===== src/msc_pkg.sv =====
// Shared constants for the motion supervisor
package msc_pkg;
  // Register byte offsets
  localparam logic [7:0] A_CTRL = 8'h00;
  localparam logic [7:0] A_CMD = 8'h04;
  localparam logic [7:0] A_DO_BASE = 8'h10;
  localparam logic [7:0] A_STAT = 8'h20;
  localparam logic [7:0] A_ECHO = 8'h24;
  localparam logic [7:0] A_DI_BASE = 8'h30;
  localparam logic [7:0] A_IRQ_ST = 8'h40;
  localparam logic [7:0] A_IRQ_MSK = 8'h44;
  localparam logic [7:0] A_SERCFG = 8'h48;
  // Command word opcode field
  localparam int OP_HI = 15;
  localparam int OP_LO = 12;
  localparam logic [3:0] OP_NOP = 4'h0;
  localparam logic [3:0] OP_GET = 4'h1;
  localparam logic [3:0] OP_SETLIM = 4'h2;
  localparam logic [3:0] OP_MOVE = 4'h3;
  localparam logic [3:0] OP_STOP = 4'h4;
  localparam logic [3:0] OP_HOME = 4'h5;
  localparam logic [3:0] OP_SETSER = 4'h6;
  localparam logic [3:0] OP_CLEAR = 4'h7;
  localparam logic [3:0] OP_LOCK = 4'h8;
  localparam logic [3:0] OP_RELEASE = 4'h9;
  localparam logic [3:0] OP_RDLOG = 4'hA;
  // Status word bit positions
  localparam int ST_FATAL = 0;
  localparam int ST_SOFT = 1;
  localparam int ST_LKFLT = 2;
  localparam int ST_LOCK = 3;
  localparam int ST_HOMED = 4;
  localparam int ST_HOMING = 5;
  localparam int ST_DRIVE = 6;
  localparam int ST_CFGDEF = 7;
  localparam int ST_CTLPRIV = 8;
  localparam int ST_REJ = 9;
  // Interrupt bits
  localparam int IRQ_W = 4;
  localparam int IRQ_FATAL = 0;
  localparam int IRQ_SOFT = 1;
  localparam int IRQ_REJ = 2;
  localparam int IRQ_HOME = 3;
  // Serial framing: [3:0] baud code, [4] parity on, [5] odd, [6] eight bits, [7] two stops
  localparam int SER_DATA_BITS = 7;
  localparam int SER_BAUD = 9600;
  localparam logic [3:0] SC_BAUD_9600 = 4'h7;
  localparam logic [15:0] SC_DEFAULT = {8'h00, 4'h1, SC_BAUD_9600};
  // Reset values
  localparam logic [15:0] RST_WORD = 16'h0000;
  localparam logic [31:0] RST_LIM_HI = 32'h7FFFFFFF;
  localparam logic [31:0] RST_LIM_LO = 32'h80000000;
endpackage


===== src/msc_axis_if.sv =====
// Axis signals shared between the supervisor and its limit and home units
`timescale 1ns/1ns
`default_nettype none
interface msc_axis_if;
  logic [31:0] position;
  logic pos_lim_ok;
  logic neg_lim_ok;
  logic [31:0] soft_hi;
  logic [31:0] soft_lo;
  logic clr_fault;
  logic fatal;
  logic soft_stop;
  logic home_open;
  logic fb_zero;
  logic hom_start;
  logic hom_abort;
  logic homed;
  logic homing;
  logic home_done;
  modport lim (input position, pos_lim_ok, neg_lim_ok, soft_hi, soft_lo, clr_fault, output fatal, soft_stop);
  modport hom (input home_open, fb_zero, hom_start, hom_abort, output homed, homing, home_done);
endinterface
`default_nettype wire


===== src/msc_limit.sv =====
// Hardware and programmable end-of-travel supervision
`timescale 1ns/1ns
`default_nettype none
module msc_limit
  import msc_pkg::*;
(
  // Clock and reset
  input wire logic mclk,
  input wire logic rst_n,
  // Axis
  msc_axis_if.lim ax
);
  logic fatal_q;
  logic soft_q;
  logic trip;
  logic over;

  assign trip = !ax.pos_lim_ok || !ax.neg_lim_ok;
  assign over = ($signed(ax.position) > $signed(ax.soft_hi)) || ($signed(ax.position) < $signed(ax.soft_lo));
  assign ax.fatal = fatal_q;
  assign ax.soft_stop = soft_q;

  // Fatal trip latches until cleared, a trip in the clear cycle wins
  always_ff @(posedge mclk or negedge rst_n) begin
    if (!rst_n) begin
      fatal_q <= 1'b0;
    end else begin
      fatal_q <= trip || (fatal_q && !ax.clr_fault);
    end
  end

  always_ff @(posedge mclk or negedge rst_n) begin
    if (!rst_n) begin
      soft_q <= 1'b0;
    end else begin
      soft_q <= over || (soft_q && !ax.clr_fault);
    end
  end

  a_hw_trip: assert property (@(posedge mclk) disable iff (!rst_n)
    trip |=> fatal_q) else $error("travel limit did not trip fatal");
  a_soft_trip: assert property (@(posedge mclk) disable iff (!rst_n)
    over && !trip |=> soft_q ##0 !$rose(fatal_q)) else $error("soft limit not flagged as non-fatal");
endmodule
`default_nettype wire


===== src/msc_home.sv =====
// Home detection: switch open together with feedback zero
`timescale 1ns/1ns
`default_nettype none
module msc_home
  import msc_pkg::*;
(
  // Clock and reset
  input wire logic mclk,
  input wire logic rst_n,
  // Axis
  msc_axis_if.hom ax
);
  typedef enum logic [0:0] {H_IDLE, H_SEEK} msc_hstate_t;
  msc_hstate_t st_q;
  logic homed_q;
  logic done_q;
  logic hit;

  assign hit = ax.home_open && ax.fb_zero;
  assign ax.homed = homed_q;
  assign ax.homing = (st_q == H_SEEK);
  assign ax.home_done = done_q;

  // First zero seen while the switch is open ends the search
  always_ff @(posedge mclk or negedge rst_n) begin
    if (!rst_n) begin
      st_q <= H_IDLE;
    end else begin
      case (st_q)
        H_IDLE: begin
          if (ax.hom_start) st_q <= H_SEEK;
        end
        H_SEEK: begin
          if (ax.hom_abort || hit) st_q <= H_IDLE;
        end
        default: st_q <= H_IDLE;
      endcase
    end
  end

  always_ff @(posedge mclk or negedge rst_n) begin
    if (!rst_n) begin
      homed_q <= 1'b0;
      done_q <= 1'b0;
    end else begin
      done_q <= (st_q == H_SEEK) && !ax.hom_abort && hit;
      if (ax.hom_start) homed_q <= 1'b0;
      else if ((st_q == H_SEEK) && !ax.hom_abort && hit) homed_q <= 1'b1;
    end
  end

  a_home_cause: assert property (@(posedge mclk) disable iff (!rst_n)
    $rose(homed_q) |-> $past(ax.home_open) && $past(ax.fb_zero)) else $error("homed without switch and zero");
  a_first_zero: assert property (@(posedge mclk) disable iff (!rst_n)
    (st_q == H_SEEK) && hit && !ax.hom_abort |=> homed_q && done_q && (st_q == H_IDLE)) else $error("first zero missed");
endmodule
`default_nettype wire


===== src/msc_top.sv =====
// Motion supervisor: register exchange, privilege, lockout, serial framing, drive control
// Behaviour
// - Port-config switch sampled once after reset: closed gives default framing, open the saved one.
// - Default framing: one start, seven data, one stop, even parity, 9600 baud.
// - Serial framing changes accepted later only while the port-config switch is open.
// - Either travel-limit input low raises a fatal error.
// - Reaching a hardware travel limit drops drive enable and stops the motor.
// - Crossing a programmed soft limit stops the drive with a non-fatal error.
// - Homed only when home switch open and feedback at zero together.
// - Homing takes the first feedback zero after the home switch opens.
// - Exchanges use six outgoing and six incoming registers in fixed order.
// - First incoming register is status, second an exact echo of the command.
// - Remaining four registers each way carry data words one to four.
// - Under lockout, serial set or motion commands are rejected and a fault set.
// - Only a controller release command clears lockout; the serial tool cannot.
// - Under lockout the controller holds write privilege unconditionally.
// - Without lockout and both talking, the sampled control-source switch picks the writer.
// - Reads always allowed, but reading the error log needs write privilege.
`timescale 1ns/1ns
`default_nettype none
module msc_top
  import msc_pkg::*;
(
  // Clock and reset
  input wire logic mclk,
  input wire logic rst_n,
  // Wishbone slave, used by the programmable controller
  input wire logic wb_cyc_i,
  input wire logic wb_stb_i,
  input wire logic wb_we_i,
  input wire logic [7:0] wb_adr_i,
  input wire logic [3:0] wb_sel_i,
  input wire logic [31:0] wb_dat_i,
  output logic [31:0] wb_dat_o,
  output logic wb_ack_o,
  output logic irq,
  // Switches and stored framing
  input wire logic port_config_switch,
  input wire logic control_source_switch,
  input wire logic [15:0] saved_serial_cfg,
  output logic [15:0] serial_cfg,
  // Serial setup tool command port
  input wire logic ser_link_ok,
  input wire logic plc_link_ok,
  input wire logic ser_cmd_valid,
  input wire logic [15:0] ser_cmd_word,
  input wire logic [63:0] ser_cmd_data,
  output logic ser_cmd_ready,
  output logic ser_cmd_done,
  output logic ser_cmd_reject,
  output logic [15:0] ser_status,
  output logic [63:0] ser_resp,
  // Axis
  input wire logic positive_travel_limit,
  input wire logic negative_travel_limit,
  input wire logic home_switch_open,
  input wire logic feedback_zero,
  input wire logic [31:0] position,
  output logic drive_enable,
  output logic motor_stop,
  output logic motion_dir
);
  function automatic logic [15:0] wb_merge(input logic [15:0] old, input logic [31:0] d, input logic [3:0] s);
    wb_merge = {s[1] ? d[15:8] : old[15:8], s[0] ? d[7:0] : old[7:0]};
  endfunction

  function automatic logic is_set_motion(input logic [3:0] op);
    is_set_motion = (op == OP_SETLIM) || (op == OP_MOVE) || (op == OP_STOP) || (op == OP_HOME) ||
                    (op == OP_SETSER) || (op == OP_CLEAR);
  endfunction

  msc_axis_if ax();
  msc_limit u_limit (.mclk(mclk), .rst_n(rst_n), .ax(ax));
  msc_home u_home (.mclk(mclk), .rst_n(rst_n), .ax(ax));

  logic ack_q;
  logic [31:0] rd_q;
  logic [31:0] rd_d;
  logic [15:0] ctrl_q;
  logic [15:0] cmd_q;
  logic [15:0] echo_q;
  logic [15:0] do_q [0:3];
  logic [15:0] di_q [0:3];
  logic [15:0] stat_q;
  logic [15:0] stat_d;
  logic [15:0] ser_cfg_q;
  logic [15:0] log_q;
  logic [IRQ_W-1:0] irq_st_q;
  logic [IRQ_W-1:0] irq_msk_q;
  logic [IRQ_W-1:0] ev;
  logic [31:0] lim_hi_q;
  logic [31:0] lim_lo_q;
  logic init_q;
  logic src_ser_q;
  logic lockout_q;
  logic lk_fault_q;
  logic rej_q;
  logic run_q;
  logic dir_q;
  logic drive_q;
  logic hom_start_q;
  logic ser_done_q;
  logic ser_rej_q;
  logic [7:0] adr;
  logic wb_req;
  logic wb_wr;
  logic ctl_stb;
  logic ser_take;
  logic cmd_go;
  logic [15:0] ctl_word;
  logic [15:0] cur_word;
  logic [3:0] cur_op;
  logic [63:0] cur_data;
  logic ctl_priv;
  logic ser_priv;
  logic cur_priv;
  logic acc;
  logic rej;
  logic lk_fault;

  assign adr = {wb_adr_i[7:2], 2'b00};
  assign wb_req = wb_cyc_i && wb_stb_i && !ack_q;
  assign wb_wr = wb_req && wb_we_i;
  assign ctl_word = wb_merge(cmd_q, wb_dat_i, wb_sel_i);
  assign ctl_stb = wb_wr && (adr == A_CMD);
  assign ser_cmd_ready = init_q && !ctl_stb;
  assign ser_take = ser_cmd_valid && ser_cmd_ready;
  assign cmd_go = ctl_stb || ser_take;
  assign cur_word = ctl_stb ? ctl_word : ser_cmd_word;
  assign cur_op = cur_word[OP_HI:OP_LO];
  assign cur_data = ctl_stb ? {do_q[3], do_q[2], do_q[1], do_q[0]} : ser_cmd_data;

  // Write privilege
  assign ctl_priv = lockout_q || !ser_link_ok || !src_ser_q;
  assign ser_priv = !lockout_q && (!plc_link_ok || src_ser_q);
  assign cur_priv = ctl_stb ? ctl_priv : ser_priv;

  // Command acceptance
  always_comb begin
    acc = 1'b0;
    rej = 1'b0;
    lk_fault = 1'b0;
    if (cmd_go) begin
      if (!ctl_stb && lockout_q && is_set_motion(cur_op)) begin
        rej = 1'b1;
        lk_fault = 1'b1;
      end else if (!ctl_stb && ((cur_op == OP_LOCK) || (cur_op == OP_RELEASE))) begin
        rej = 1'b1;
      end else if ((cur_op == OP_SETSER) && port_config_switch) begin
        rej = 1'b1;
      end else if ((is_set_motion(cur_op) || (cur_op == OP_RDLOG)) && !cur_priv) begin
        rej = 1'b1;
      end else if (cur_op > OP_RDLOG) begin
        rej = 1'b1;
      end else begin
        acc = 1'b1;
      end
    end
  end

  // Straps caught once after reset release
  always_ff @(posedge mclk or negedge rst_n) begin
    if (!rst_n) begin
      init_q <= 1'b0;
      src_ser_q <= 1'b0;
    end else if (!init_q) begin
      init_q <= 1'b1;
      src_ser_q <= control_source_switch;
    end
  end

  always_ff @(posedge mclk or negedge rst_n) begin
    if (!rst_n) begin
      ser_cfg_q <= SC_DEFAULT;
    end else if (!init_q) begin
      ser_cfg_q <= port_config_switch ? SC_DEFAULT : saved_serial_cfg;
    end else if (acc && (cur_op == OP_SETSER)) begin
      ser_cfg_q <= cur_data[15:0];
    end
  end

  always_ff @(posedge mclk or negedge rst_n) begin
    if (!rst_n) begin
      lockout_q <= 1'b0;
    end else if (acc && (cur_op == OP_LOCK)) begin
      lockout_q <= 1'b1;
    end else if (acc && (cur_op == OP_RELEASE)) begin
      lockout_q <= 1'b0;
    end
  end

  // Sticky lockout fault bit, a new fault beats a clear; reject flag holds the last command's outcome
  always_ff @(posedge mclk or negedge rst_n) begin
    if (!rst_n) begin
      lk_fault_q <= 1'b0;
      rej_q <= 1'b0;
    end else begin
      lk_fault_q <= lk_fault || (lk_fault_q && !(acc && (cur_op == OP_CLEAR)));
      if (cmd_go) rej_q <= rej;
    end
  end

  // Host register writes
  always_ff @(posedge mclk or negedge rst_n) begin
    if (!rst_n) begin
      ctrl_q <= RST_WORD;
      cmd_q <= RST_WORD;
      echo_q <= RST_WORD;
      for (int i = 0; i < 4; i++) do_q[i] <= RST_WORD;
    end else begin
      if (wb_wr && (adr == A_CTRL)) ctrl_q <= wb_merge(ctrl_q, wb_dat_i, wb_sel_i);
      if (ctl_stb) cmd_q <= ctl_word;
      if (ctl_stb) echo_q <= ctl_word;
      if (wb_wr && (adr[7:4] == A_DO_BASE[7:4])) do_q[adr[3:2]] <= wb_merge(do_q[adr[3:2]], wb_dat_i, wb_sel_i);
    end
  end

  // Returned data words and error log
  always_ff @(posedge mclk or negedge rst_n) begin
    if (!rst_n) begin
      for (int i = 0; i < 4; i++) di_q[i] <= RST_WORD;
      log_q <= RST_WORD;
    end else begin
      log_q <= {12'h000, ev} | ((acc && (cur_op == OP_RDLOG)) ? RST_WORD : log_q);
      if (acc && (cur_op == OP_GET)) begin
        di_q[0] <= position[15:0];
        di_q[1] <= position[31:16];
        di_q[2] <= ser_cfg_q;
        di_q[3] <= stat_q;
      end else if (acc && (cur_op == OP_RDLOG)) begin
        di_q[3] <= log_q;
      end
    end
  end

  // Soft limits, motion and homing commands
  always_ff @(posedge mclk or negedge rst_n) begin
    if (!rst_n) begin
      lim_hi_q <= RST_LIM_HI;
      lim_lo_q <= RST_LIM_LO;
    end else if (acc && (cur_op == OP_SETLIM)) begin
      lim_hi_q <= cur_data[31:0];
      lim_lo_q <= cur_data[63:32];
    end
  end

  always_ff @(posedge mclk or negedge rst_n) begin
    if (!rst_n) begin
      run_q <= 1'b0;
      dir_q <= 1'b0;
      hom_start_q <= 1'b0;
    end else begin
      hom_start_q <= acc && (cur_op == OP_HOME);
      if (ax.fatal || ax.soft_stop || (acc && (cur_op == OP_STOP)) || ax.home_done) begin
        run_q <= 1'b0;
      end else if (acc && ((cur_op == OP_MOVE) || (cur_op == OP_HOME))) begin
        run_q <= 1'b1;
        dir_q <= cur_data[0];
      end
    end
  end

  always_ff @(posedge mclk or negedge rst_n) begin
    if (!rst_n) begin
      drive_q <= 1'b0;
    end else begin
      drive_q <= run_q && !ax.fatal && !ax.soft_stop && positive_travel_limit && negative_travel_limit;
    end
  end

  assign ax.position = position;
  assign ax.pos_lim_ok = positive_travel_limit;
  assign ax.neg_lim_ok = negative_travel_limit;
  assign ax.soft_hi = lim_hi_q;
  assign ax.soft_lo = lim_lo_q;
  assign ax.clr_fault = acc && (cur_op == OP_CLEAR);
  assign ax.home_open = home_switch_open;
  assign ax.fb_zero = feedback_zero;
  assign ax.hom_start = hom_start_q;
  assign ax.hom_abort = ax.fatal || ax.soft_stop || (acc && (cur_op == OP_STOP));

  // Status word
  always_comb begin
    stat_d = RST_WORD;
    stat_d[ST_FATAL] = ax.fatal;
    stat_d[ST_SOFT] = ax.soft_stop;
    stat_d[ST_LKFLT] = lk_fault_q;
    stat_d[ST_LOCK] = lockout_q;
    stat_d[ST_HOMED] = ax.homed;
    stat_d[ST_HOMING] = ax.homing;
    stat_d[ST_DRIVE] = drive_q;
    stat_d[ST_CFGDEF] = (ser_cfg_q == SC_DEFAULT);
    stat_d[ST_CTLPRIV] = ctl_priv;
    stat_d[ST_REJ] = rej_q;
  end

  always_ff @(posedge mclk or negedge rst_n) begin
    if (!rst_n) begin
      stat_q <= RST_WORD;
    end else begin
      stat_q <= stat_d;
    end
  end

  // Interrupt status, write one to clear, events win
  assign ev = {ax.home_done, rej, ax.soft_stop && !stat_q[ST_SOFT], ax.fatal && !stat_q[ST_FATAL]};

  always_ff @(posedge mclk or negedge rst_n) begin
    if (!rst_n) begin
      irq_st_q <= '0;
      irq_msk_q <= '0;
    end else begin
      irq_st_q <= ev | (irq_st_q & ~((wb_wr && (adr == A_IRQ_ST) && wb_sel_i[0]) ? wb_dat_i[IRQ_W-1:0] : '0));
      if (wb_wr && (adr == A_IRQ_MSK) && wb_sel_i[0]) irq_msk_q <= wb_dat_i[IRQ_W-1:0];
    end
  end

  // Read mux, unmapped words read zero
  always_comb begin
    rd_d = 32'h00000000;
    case (adr)
      A_CTRL: rd_d[15:0] = ctrl_q;
      A_CMD: rd_d[15:0] = cmd_q;
      A_STAT: rd_d[15:0] = stat_q;
      A_ECHO: rd_d[15:0] = echo_q;
      A_IRQ_ST: rd_d[IRQ_W-1:0] = irq_st_q;
      A_IRQ_MSK: rd_d[IRQ_W-1:0] = irq_msk_q;
      A_SERCFG: rd_d[15:0] = ser_cfg_q;
      default: begin
        if (adr[7:4] == A_DO_BASE[7:4]) rd_d[15:0] = do_q[adr[3:2]];
        else if (adr[7:4] == A_DI_BASE[7:4]) rd_d[15:0] = di_q[adr[3:2]];
      end
    endcase
  end

  always_ff @(posedge mclk or negedge rst_n) begin
    if (!rst_n) begin
      ack_q <= 1'b0;
      rd_q <= 32'h00000000;
      ser_done_q <= 1'b0;
      ser_rej_q <= 1'b0;
    end else begin
      ack_q <= wb_req;
      if (wb_req) rd_q <= rd_d;
      ser_done_q <= ser_take && acc;
      ser_rej_q <= ser_take && rej;
    end
  end

  assign wb_ack_o = ack_q;
  assign wb_dat_o = rd_q;
  assign irq = |(irq_st_q & irq_msk_q);
  assign serial_cfg = ser_cfg_q;
  assign ser_cmd_done = ser_done_q;
  assign ser_cmd_reject = ser_rej_q;
  assign ser_status = stat_q;
  assign ser_resp = {di_q[3], di_q[2], di_q[1], di_q[0]};
  assign drive_enable = drive_q;
  assign motor_stop = !drive_q;
  assign motion_dir = dir_q;

  a_cfg_default: assert property (@(posedge mclk) disable iff (!rst_n)
    $rose(init_q) && $past(port_config_switch) |-> ser_cfg_q == SC_DEFAULT) else $error("default framing not taken");
  a_ser_cfg_hold: assert property (@(posedge mclk) disable iff (!rst_n)
    init_q && cmd_go && (cur_op == OP_SETSER) && port_config_switch |=> $stable(ser_cfg_q)) else $error("framing changed while switch closed");
  a_drive_off: assert property (@(posedge mclk) disable iff (!rst_n)
    !positive_travel_limit || !negative_travel_limit |=> !drive_enable ##1 !drive_enable) else $error("drive on at travel limit");
  a_soft_stop: assert property (@(posedge mclk) disable iff (!rst_n)
    ax.soft_stop |=> !run_q && !drive_enable) else $error("drive on past soft limit");
  a_echo_copy: assert property (@(posedge mclk) disable iff (!rst_n)
    ctl_stb |=> echo_q == $past(ctl_word)) else $error("echo differs from command");
  a_lock_reject: assert property (@(posedge mclk) disable iff (!rst_n)
    ser_take && lockout_q && is_set_motion(cur_op) |=> ser_cmd_reject && lk_fault_q ##1 stat_q[ST_LKFLT]) else $error("locked-out serial command not rejected");
  a_no_ser_release: assert property (@(posedge mclk) disable iff (!rst_n)
    lockout_q && !(ctl_stb && (cur_op == OP_RELEASE)) |=> lockout_q) else $error("lockout left without controller release");
  a_lock_priv: assert property (@(posedge mclk) disable iff (!rst_n)
    lockout_q |-> ctl_priv && !ser_priv) else $error("controller lacks privilege under lockout");
  a_src_switch: assert property (@(posedge mclk) disable iff (!rst_n)
    init_q && !lockout_q && plc_link_ok && ser_link_ok |-> (ser_priv == src_ser_q) && (ctl_priv != src_ser_q)) else $error("source switch ignored");
  a_log_priv: assert property (@(posedge mclk) disable iff (!rst_n)
    cmd_go && (cur_op == OP_RDLOG) && !cur_priv |=> $stable(di_q[3]) && rej_q) else $error("log read without privilege");
  a_stat_fatal: assert property (@(posedge mclk) disable iff (!rst_n)
    $rose(ax.fatal) |=> stat_q[ST_FATAL] && !stat_q[ST_DRIVE]) else $error("fatal missing from status");
endmodule
`default_nettype wire


===== config.mk =====
export PLATFORM = sky130hd
export DESIGN_NAME = msc_top
export DESIGN_NICKNAME = d
export VERILOG_FILES = /design/src/msc_pkg.sv /design/src/msc_axis_if.sv /design/src/msc_limit.sv /design/src/msc_home.sv /design/src/msc_top.sv
export SDC_FILE = /design/constraint.sdc
export NUM_CORES = 1
export LEC_CHECK = 0
export ABC_AREA = 1
export ABC_CLOCK_PERIOD_IN_PS = 3600
export BUFFER_PORTS_ARGS = -buffer_cell sky130_fd_sc_hd__clkbuf_2
export CORE_MARGIN = 4
export CORE_UTILIZATION = 55
export CTS_CLUSTER_SIZE = 30
export DETAILED_ROUTE_END_ITERATION = 8
export PLACE_DENSITY = 0.86
export SLEW_MARGIN = 20
export SYNTH_ARGS = -nofsm -noshare
export SYNTH_HDL_FRONTEND = slang
export SYNTH_SLANG_ARGS = --single-unit

===== constraint.sdc =====
create_clock -name mclk -period 3.6 [get_ports mclk]
set_input_delay 0 -clock mclk [delete_from_list [all_inputs] [get_ports mclk]]
set_output_delay 0 -clock mclk [all_outputs]
set_load 0.01 [all_outputs]

# Yosys cells after proc, flatten, opt, wreduce, memory -nomap -nowiden
# Index checks and enable logic that the tools add are counted.
# totals
register_bits,307
input_bits,186
# op_classes
bitwise_logic,8
n_reduce_logical,91
mux,50
eq_ne,20
order_cmp,5
# ops
cell,n
16-bit 2-to-1 mux,14
16-bit binary-select mux with 2-bit select,2
64-bit bitwise mux,1
64-bit 2-to-1 mux,1
12-bit case mux with 5 select lines,1
1-bit logical AND,43
16-bit demux with 2-bit select,1
32-bit > comparator,1
32-bit < comparator,1
8-bit 2-to-1 mux,4
4-bit case mux with 6 select lines,1
1-bit 2-to-1 mux,23
1-bit logical OR,21
6-bit by 5-bit == test with 1-bit output (second input constant),3
16-bit by 5-bit == test with 1-bit output (second input constant),1
4-bit by 3-bit == test with 1-bit output (second input constant),4
1-bit logical NOT,16
4-bit by 16-bit OR with 16-bit output,1
4-bit by 2-bit == test with 1-bit output (second input constant),3
4-bit == test (second input constant),3
6-bit by 4-bit == test with 1-bit output (second input constant),2
4-bit AND,2
4-bit by 1-bit == test with 1-bit output (second input constant),2
8-bit logical NOT,1
other kinds (15),22

# Longest topological paths before layout
# logic_depth
depth_word,25
depth_mapped,18
depth_no_buf,16

# By module
# Synthesis repeated with hierarchy kept, for this count alone.
# hier_totals
hier_cells,1871
hier_area_um2,15192.1
# by_module_without_submodules
module,seq_area_each_um2,area_each_um2,n_inst,cells_each
msc_top,7151.9,13289.0,1,1574
msc_limit,50.0,1776.7,1,283
msc_home,75.1,126.4,1,14

# Worst setup path after synthesis
# No wires, ideal clock.
# synth_timing
kind,reg-to-reg
from,register ack_q (netlist: wb_ack_o)
to,register lim_lo_q[12] (netlist: ax.soft_lo[12])
slack_ns,1.246
path_buffers,2
arrival_time_ns,2.224
stages_incl_launch_ff,17
setup_time_ns,0.130
period_less_slack_ns,2.354
t_required_ns,3.470
path_cell_list,dfrtp_1 inv_1 nand4_1 nor2_8 nand2_1 nand2_2 inv_2 nor2_2 nand2_1 nand2_1 nand2_1 nand4_4 nor2_2 buf_6 buf_4 o211ai_1 o21ai_0
# synth_between
elab_chain_len,19
# synth_rtl
item,line_no,text
"start, declared",msc_top.sv:76,logic ack_q;
"start signal, assigned",msc_top.sv:343,ack_q <= wb_req;
1-bit logical NOT (*),msc_top.sv:122,assign wb_req = wb_cyc_i && wb_stb_i && !ack_q;
1-bit logical AND (*),msc_top.sv:122,
1-bit logical AND (*),msc_top.sv:123,assign wb_wr = wb_req && wb_we_i;
1-bit logical AND (*),msc_top.sv:125,assign ctl_stb = wb_wr && (adr == A_CMD);
16-bit 2-to-1 mux,msc_top.sv:129,assign cur_word = ctl_stb ? ctl_word : ser_cmd_word;
4-bit by 2-bit == test with 1-bit output (on tied branches),"msc_top.sv:68, msc_top.sv:241",
1-bit logical OR (4 in series),msc_top.sv:68,is_set_motion = (op == OP_SETLIM) || (op == OP_MOVE) || (op == OP_STOP) || (op == OP_HOME) ||
1-bit logical OR,msc_top.sv:69,(op == OP_SETSER) || (op == OP_CLEAR);
1-bit logical OR,msc_top.sv:151,end else if ((is_set_motion(cur_op) || (cur_op == OP_RDLOG)) && !cur_priv) begin
1-bit logical AND,msc_top.sv:151,
1-bit 2-to-1 mux,msc_top.sv:151,
1-bit 2-to-1 mux,msc_top.sv:149,end else if ((cur_op == OP_SETSER) && port_config_switch) begin
1-bit 2-to-1 mux,msc_top.sv:147,end else if (!ctl_stb && ((cur_op == OP_LOCK) || (cur_op == OP_RELEASE))) begin
1-bit 2-to-1 mux,msc_top.sv:144,if (!ctl_stb && lockout_q && is_set_motion(cur_op)) begin
1-bit 2-to-1 mux,msc_top.sv:143,if (cmd_go) begin
1-bit logical AND,msc_top.sv:241,end else if (acc && (cur_op == OP_SETLIM)) begin
"end signal, assigned",msc_top.sv:243,lim_lo_q <= cur_data[63:32];
"end, declared",msc_top.sv:92,logic [31:0] lim_lo_q;
# Mark *: on every way between the ends. The rest lies on a longest branch, timed or not.
# A chain may end at the register's enable or synchronous reset.

# Worst setup path in the final report
# layout_timing
from,register ack_q (netlist: wb_ack_o)
to,register u_limit.fatal_q (netlist: u_limit.ax.fatal)
# layout_between
elab_chain_len,22
# layout_rtl
item,line_no,text
1-bit logical NOT (*),msc_top.sv:122,
1-bit logical AND (*),msc_top.sv:122,
1-bit logical AND (*),msc_top.sv:123,
1-bit logical AND (*),msc_top.sv:125,
16-bit 2-to-1 mux,msc_top.sv:129,
4-bit by 2-bit == test with 1-bit output,msc_top.sv:68,
1-bit logical OR (4 in series),msc_top.sv:68,
1-bit logical OR,msc_top.sv:69,
[... 3 more ...],-,
1-bit 2-to-1 mux,msc_top.sv:149,
1-bit 2-to-1 mux,msc_top.sv:147,
1-bit 2-to-1 mux,msc_top.sv:144,
1-bit 2-to-1 mux,msc_top.sv:143,
1-bit logical AND (*),msc_top.sv:276,assign ax.clr_fault = acc && (cur_op == OP_CLEAR);
1-bit logical NOT (*),msc_limit.sv:28,fatal_q <= trip || (fatal_q && !ax.clr_fault);
1-bit logical AND (*),msc_limit.sv:28,
1-bit logical OR (*),msc_limit.sv:28,
"end signal, assigned",msc_limit.sv:28,
"end, declared",msc_limit.sv:13,logic fatal_q;
# Marks and branches as above.

==> out/qor.txt <==
switching component of the power -> 0.00279 W
max-slew headroom at the worst pin -> 32.5%
post-route worst setup slack -> 270 ps
global routing usage summed across all routing layers -> 38.8%
per-cell via count in the routed design -> 6.22
worst path required time -> 4040 ps
Final setup violation count -> 0
wire length of the first global-routing pass -> 89800 um
proportion of power drawn by flip-flops and latches -> 43.1%
Min-Delay Path Class -> in2reg
post-route non-filler standard cell count -> 2533
clock network power share -> 36.9%
Sum Neg Setup Slack -> 0 ps
Placement Rows -> 60
data arrival time at the worst-slack endpoint -> 3770 ps
Crit. End Element -> register
number of clock buffers inserted by TritonCTS -> 31
startpoint-to-endpoint class of the critical path -> reg2reg
largest family of logic cells by synthesized area -> compound AO/OA/AOI/OAI gates
height of the chip -> 173 um
maximum fanout along the worst path -> 26
aggregate global routing overflow -> 0
post-route minimum period -> 3330 ps
DRC violation count after routing -> 0
average cell area after synthesis -> 8.45 sq um
netlist area before placement -> 15000 sq um
number of buffers inserted to repair setup after CTS -> 0
Final Util -> 70.6%
sort of element at the start of the critical path -> register
post-route design area -> 19000 sq um
placed insts -> 2328
Peak Freq -> 0.300 GHz
internal cell power -> 0.00628 W
weighted congestion at the end of routability-driven global placement -> 1.05
compound-gate portion of the synthesized area -> 19.0%
boundary pin count -> 322
largest net degree at the start of global routing -> 116
root cell of the clock tree -> sky130_fd_sc_hd__clkbuf_16
part of the power in combinational logic -> 19.9%
Via Count -> 15700
Synth Warn # -> 0
count of distinct cell types in the synthesized netlist -> 53
number of nets with antenna violations after detailed routing -> 0
Net count, final -> 2412
clock tree from TritonCTS -> built
port bufs -> 261
Final Cycle Share -> 92.5%
die width -> 173 um
clock latency of the later-clocked register in the worst-skew pair -> 590 ps
routed length per placed instance -> 23.9 um
part of the Yosys area used for sequential elements -> 48.4%
aggregate routed wire length -> 60500 um
leading register cell type out of synthesis -> sky130_fd_sc_hd__dfrtp_1
fraction of layout cells with a size suffix above 1 -> 19.0%
post-placement worst setup slack -> 518 ps
simple logic cell fraction of the synthesized area -> 16.7%
Initial DRC Count -> 2244
number of global-route vias before repair -> 15200
outcome -> finished, final reports clean
switching part of the total power -> 30.8%
number of max-cap violations -> 0
synthesized-area fraction occupied by xor and xnor cells -> 0%
antenna violations before repair -> 5
core footprint -> 27000 sq um
clock sink count -> 289
placed wire-length estimate -> 41300 um
Post-Syn Instances -> 1780
fraction of synthesized area in multiplexers -> 1.03%
pin slew with the least headroom to its limit -> 1010 ps
FFs w/ async S/R, synth -> 100%
leakage power summed over all cells -> 9.39 nW
number of pins exceeding their max-slew limit in the final report -> 0
power per cell area -> 477 nW/um^2
Area after DPL -> 16500 sq um
total count of hold-check failures in the final report -> 0
clk buf depth -> 3
Post-synth EDFFs -> 0
initial core utilization -> 55.8%
setup repair after global routing missed its margin -> false
first-pass iteration count of the detailed router -> 7
clock-pin slew of the registers on the worst-case setup and hold paths -> 70 ps
Setup Skew -> 32.9 ps
worst vdd rail ir drop -> 0.000370 V
area share of fa/ha/maj cells after synthesis -> 5.24%
# H-tree levels -> 1
Synth-to-Final Area Change -> 26.5%
Die Footprint -> 30100 sq um
register bit count reported by yosys -> 289
## final cells by class
class	count	area, sq um
antenna	4	10.0
clock buffer	45	868
clock inverter	13	181
fill	1925	7920
inverter	227	855
multi-input combinational	1187	6440
sequential	289	7280
tap	341	427
timing repair buffer	427	2970
## layer usage
| layer | vias to the layer above | part of all wire (%) | global-route usage (%) |
|---|---|---|---|
| met2 | 1342 | 43 | 58.7 |
| met4 | 0 | 8.4 | 24.3 |
| li1 | 6680 | - | - |
| met3 | 354 | 13 | 11.3 |
| met1 | 7370 | 35 | 49.1 |
| met5 | - | 0 | 0 |
## Yosys cell counts (5+ instances only)
cell type                   instances  area share, %
sky130_fd_sc_hd__a21o_1            10           0.50
sky130_fd_sc_hd__a21oi_1           73            2.4
sky130_fd_sc_hd__a21oi_2           10           0.58
sky130_fd_sc_hd__a221oi_1          13           0.76
sky130_fd_sc_hd__a22oi_1           26            1.3
sky130_fd_sc_hd__a31oi_1           27            1.1
sky130_fd_sc_hd__buf_2             13           0.43
sky130_fd_sc_hd__buf_4             36            1.8
sky130_fd_sc_hd__buf_6              6           0.45
sky130_fd_sc_hd__clkbuf_1          45            1.1
sky130_fd_sc_hd__dfrtp_1          253             42
sky130_fd_sc_hd__dfstp_2           36            6.3
sky130_fd_sc_hd__ha_1              63            5.2
sky130_fd_sc_hd__inv_1            218            5.4
sky130_fd_sc_hd__inv_2              5           0.12
sky130_fd_sc_hd__mux2i_1           11           0.73
sky130_fd_sc_hd__nand2_1          414             10
sky130_fd_sc_hd__nand3_1           53            1.8
sky130_fd_sc_hd__nand4_1           17           0.71
sky130_fd_sc_hd__nor2_1            92            2.3
sky130_fd_sc_hd__nor2_2             9           0.37
sky130_fd_sc_hd__nor3_1             5           0.17
sky130_fd_sc_hd__o211ai_1          34            1.7
sky130_fd_sc_hd__o21ai_0          194            6.5
sky130_fd_sc_hd__o21ai_1           30            1.0
sky130_fd_sc_hd__o221ai_1          16           0.93
sky130_fd_sc_hd__o22ai_1           14           0.58
sky130_fd_sc_hd__o22ai_2            6           0.50
sky130_fd_sc_hd__o2bb2ai_1          6           0.35
## worst max-delay path, stage by stage, from the launching register on
cell	delay, ps
sky130_fd_sc_hd__dfrtp_1	380
sky130_fd_sc_hd__inv_1	70
sky130_fd_sc_hd__nand4_1	70
sky130_fd_sc_hd__buf_4	180
sky130_fd_sc_hd__nor2_8	230
sky130_fd_sc_hd__nand2_1	120
sky130_fd_sc_hd__o21ai_2	130
sky130_fd_sc_hd__nor2_2	110
sky130_fd_sc_hd__nand2_1	130
sky130_fd_sc_hd__nand2_1	60
sky130_fd_sc_hd__nand2_1	100
sky130_fd_sc_hd__nand4_4	210
sky130_fd_sc_hd__inv_4	320
sky130_fd_sc_hd__nand2_1	270
sky130_fd_sc_hd__nand2_1	140
sky130_fd_sc_hd__nand3_1	90
sky130_fd_sc_hd__dlygate4sd3_1	590
## flip-flops by register name, summed over array words and instances, names as in the netlist, 4 cells and up
signal and count:
do_q 64, ser_resp 58, ax.soft_hi 32, ax.soft_lo 32, ctrl_q 16, echo_q 16, serial_cfg 16, wb_dat_o 16
ser_status 10, irq_msk_q 4, irq_st_q 4, log_q 4
## layout by cell type, fill, tap and decap left out, types with 5 or more instances in the layout
cell type	Yosys	routed
sky130_fd_sc_hd__mux2i_1	11	11
sky130_fd_sc_hd__o21ai_1	30	30
sky130_fd_sc_hd__conb_1	2	29
sky130_fd_sc_hd__nor2_2	9	8
sky130_fd_sc_hd__a21oi_2	10	10
sky130_fd_sc_hd__dlygate4sd3_1	0	143
sky130_fd_sc_hd__buf_4	36	19
sky130_fd_sc_hd__a21oi_1	73	73
sky130_fd_sc_hd__nor3_1	5	5
sky130_fd_sc_hd__nand3_1	53	53
sky130_fd_sc_hd__nor2_1	92	92
sky130_fd_sc_hd__a221oi_1	13	13
sky130_fd_sc_hd__clkbuf_1	45	10
sky130_fd_sc_hd__dfstp_2	36	36
sky130_fd_sc_hd__o221ai_1	16	16
sky130_fd_sc_hd__o2bb2ai_1	6	6
sky130_fd_sc_hd__nand2_1	414	414
sky130_fd_sc_hd__a22oi_1	26	26
sky130_fd_sc_hd__a21o_1	10	10
sky130_fd_sc_hd__inv_1	218	218
sky130_fd_sc_hd__a31oi_1	27	27
sky130_fd_sc_hd__o22ai_1	14	14
sky130_fd_sc_hd__ha_1	63	63
sky130_fd_sc_hd__inv_2	5	5
sky130_fd_sc_hd__clkbuf_2	0	260
sky130_fd_sc_hd__clkbuf_16	0	31
sky130_fd_sc_hd__o211ai_1	34	34
sky130_fd_sc_hd__o21ai_0	194	194
sky130_fd_sc_hd__dfrtp_1	253	253
sky130_fd_sc_hd__o22ai_2	6	6
sky130_fd_sc_hd__nand4_1	17	17
## worst paths after layout
path	from	endpoint	slack, ps	cells past startpoint
setup reg to reg	wb_ack_o	u_limit.ax.fatal	270	16
hold reg to reg	lk_fault_q	ser_status[2]	380	0
hold / removal	ser_cmd_word[14]	lk_fault_q	20	5
max in group asynchronous	rst_n	ax.soft_hi[24]	2470	3
min in group asynchronous	rst_n	log_q[0]	90	2
setup / recovery	wb_ack_o	u_limit.ax.fatal	270	16
## power by group through the flow
| stage | Combinational, W | Sequential, W | Clock (W) |
|---|---|---|---|
| 2_1_floorplan | 0.000853 | 0.00392 | 0 |
| 3_3_place_gp | 0.00151 | 0.00392 | 0 |
| 3_5_place_dp | 0.00158 | 0.00394 | 0 |
| 4_1_cts | 0.00172 | 0.00388 | 0.00332 |
| 5_1_grt | 0.00196 | 0.00394 | 0.00347 |
| 6_report | 0.00181 | 0.00392 | 0.00335 |
## logic make-up after synthesis
logic type,Yosys count
and+or+nand+nor,606
AOI/OAI and AO/OA,474
buffers and inverters,331
DFF,289
adders and majority gates,63
muxes,15
other,2
## through the flow
stage	power [W]	hold slack, ps
after floorplan	0.00477	-296
after global placement	0.00543	132
after detailed placement	0.00552	145
after CTS	0.00893	1.54
after global routing	0.00936	32.5
final	0.00908	19.8
## timing repair
item / in CTS / in global routing
resized for setup: 0 / 0
hold buffers: 143 / 0
endpoints found under the setup margin: 0 / 0
endpoints found under the hold margin: 298 / 0
Power figures use the tool's default switching activity.
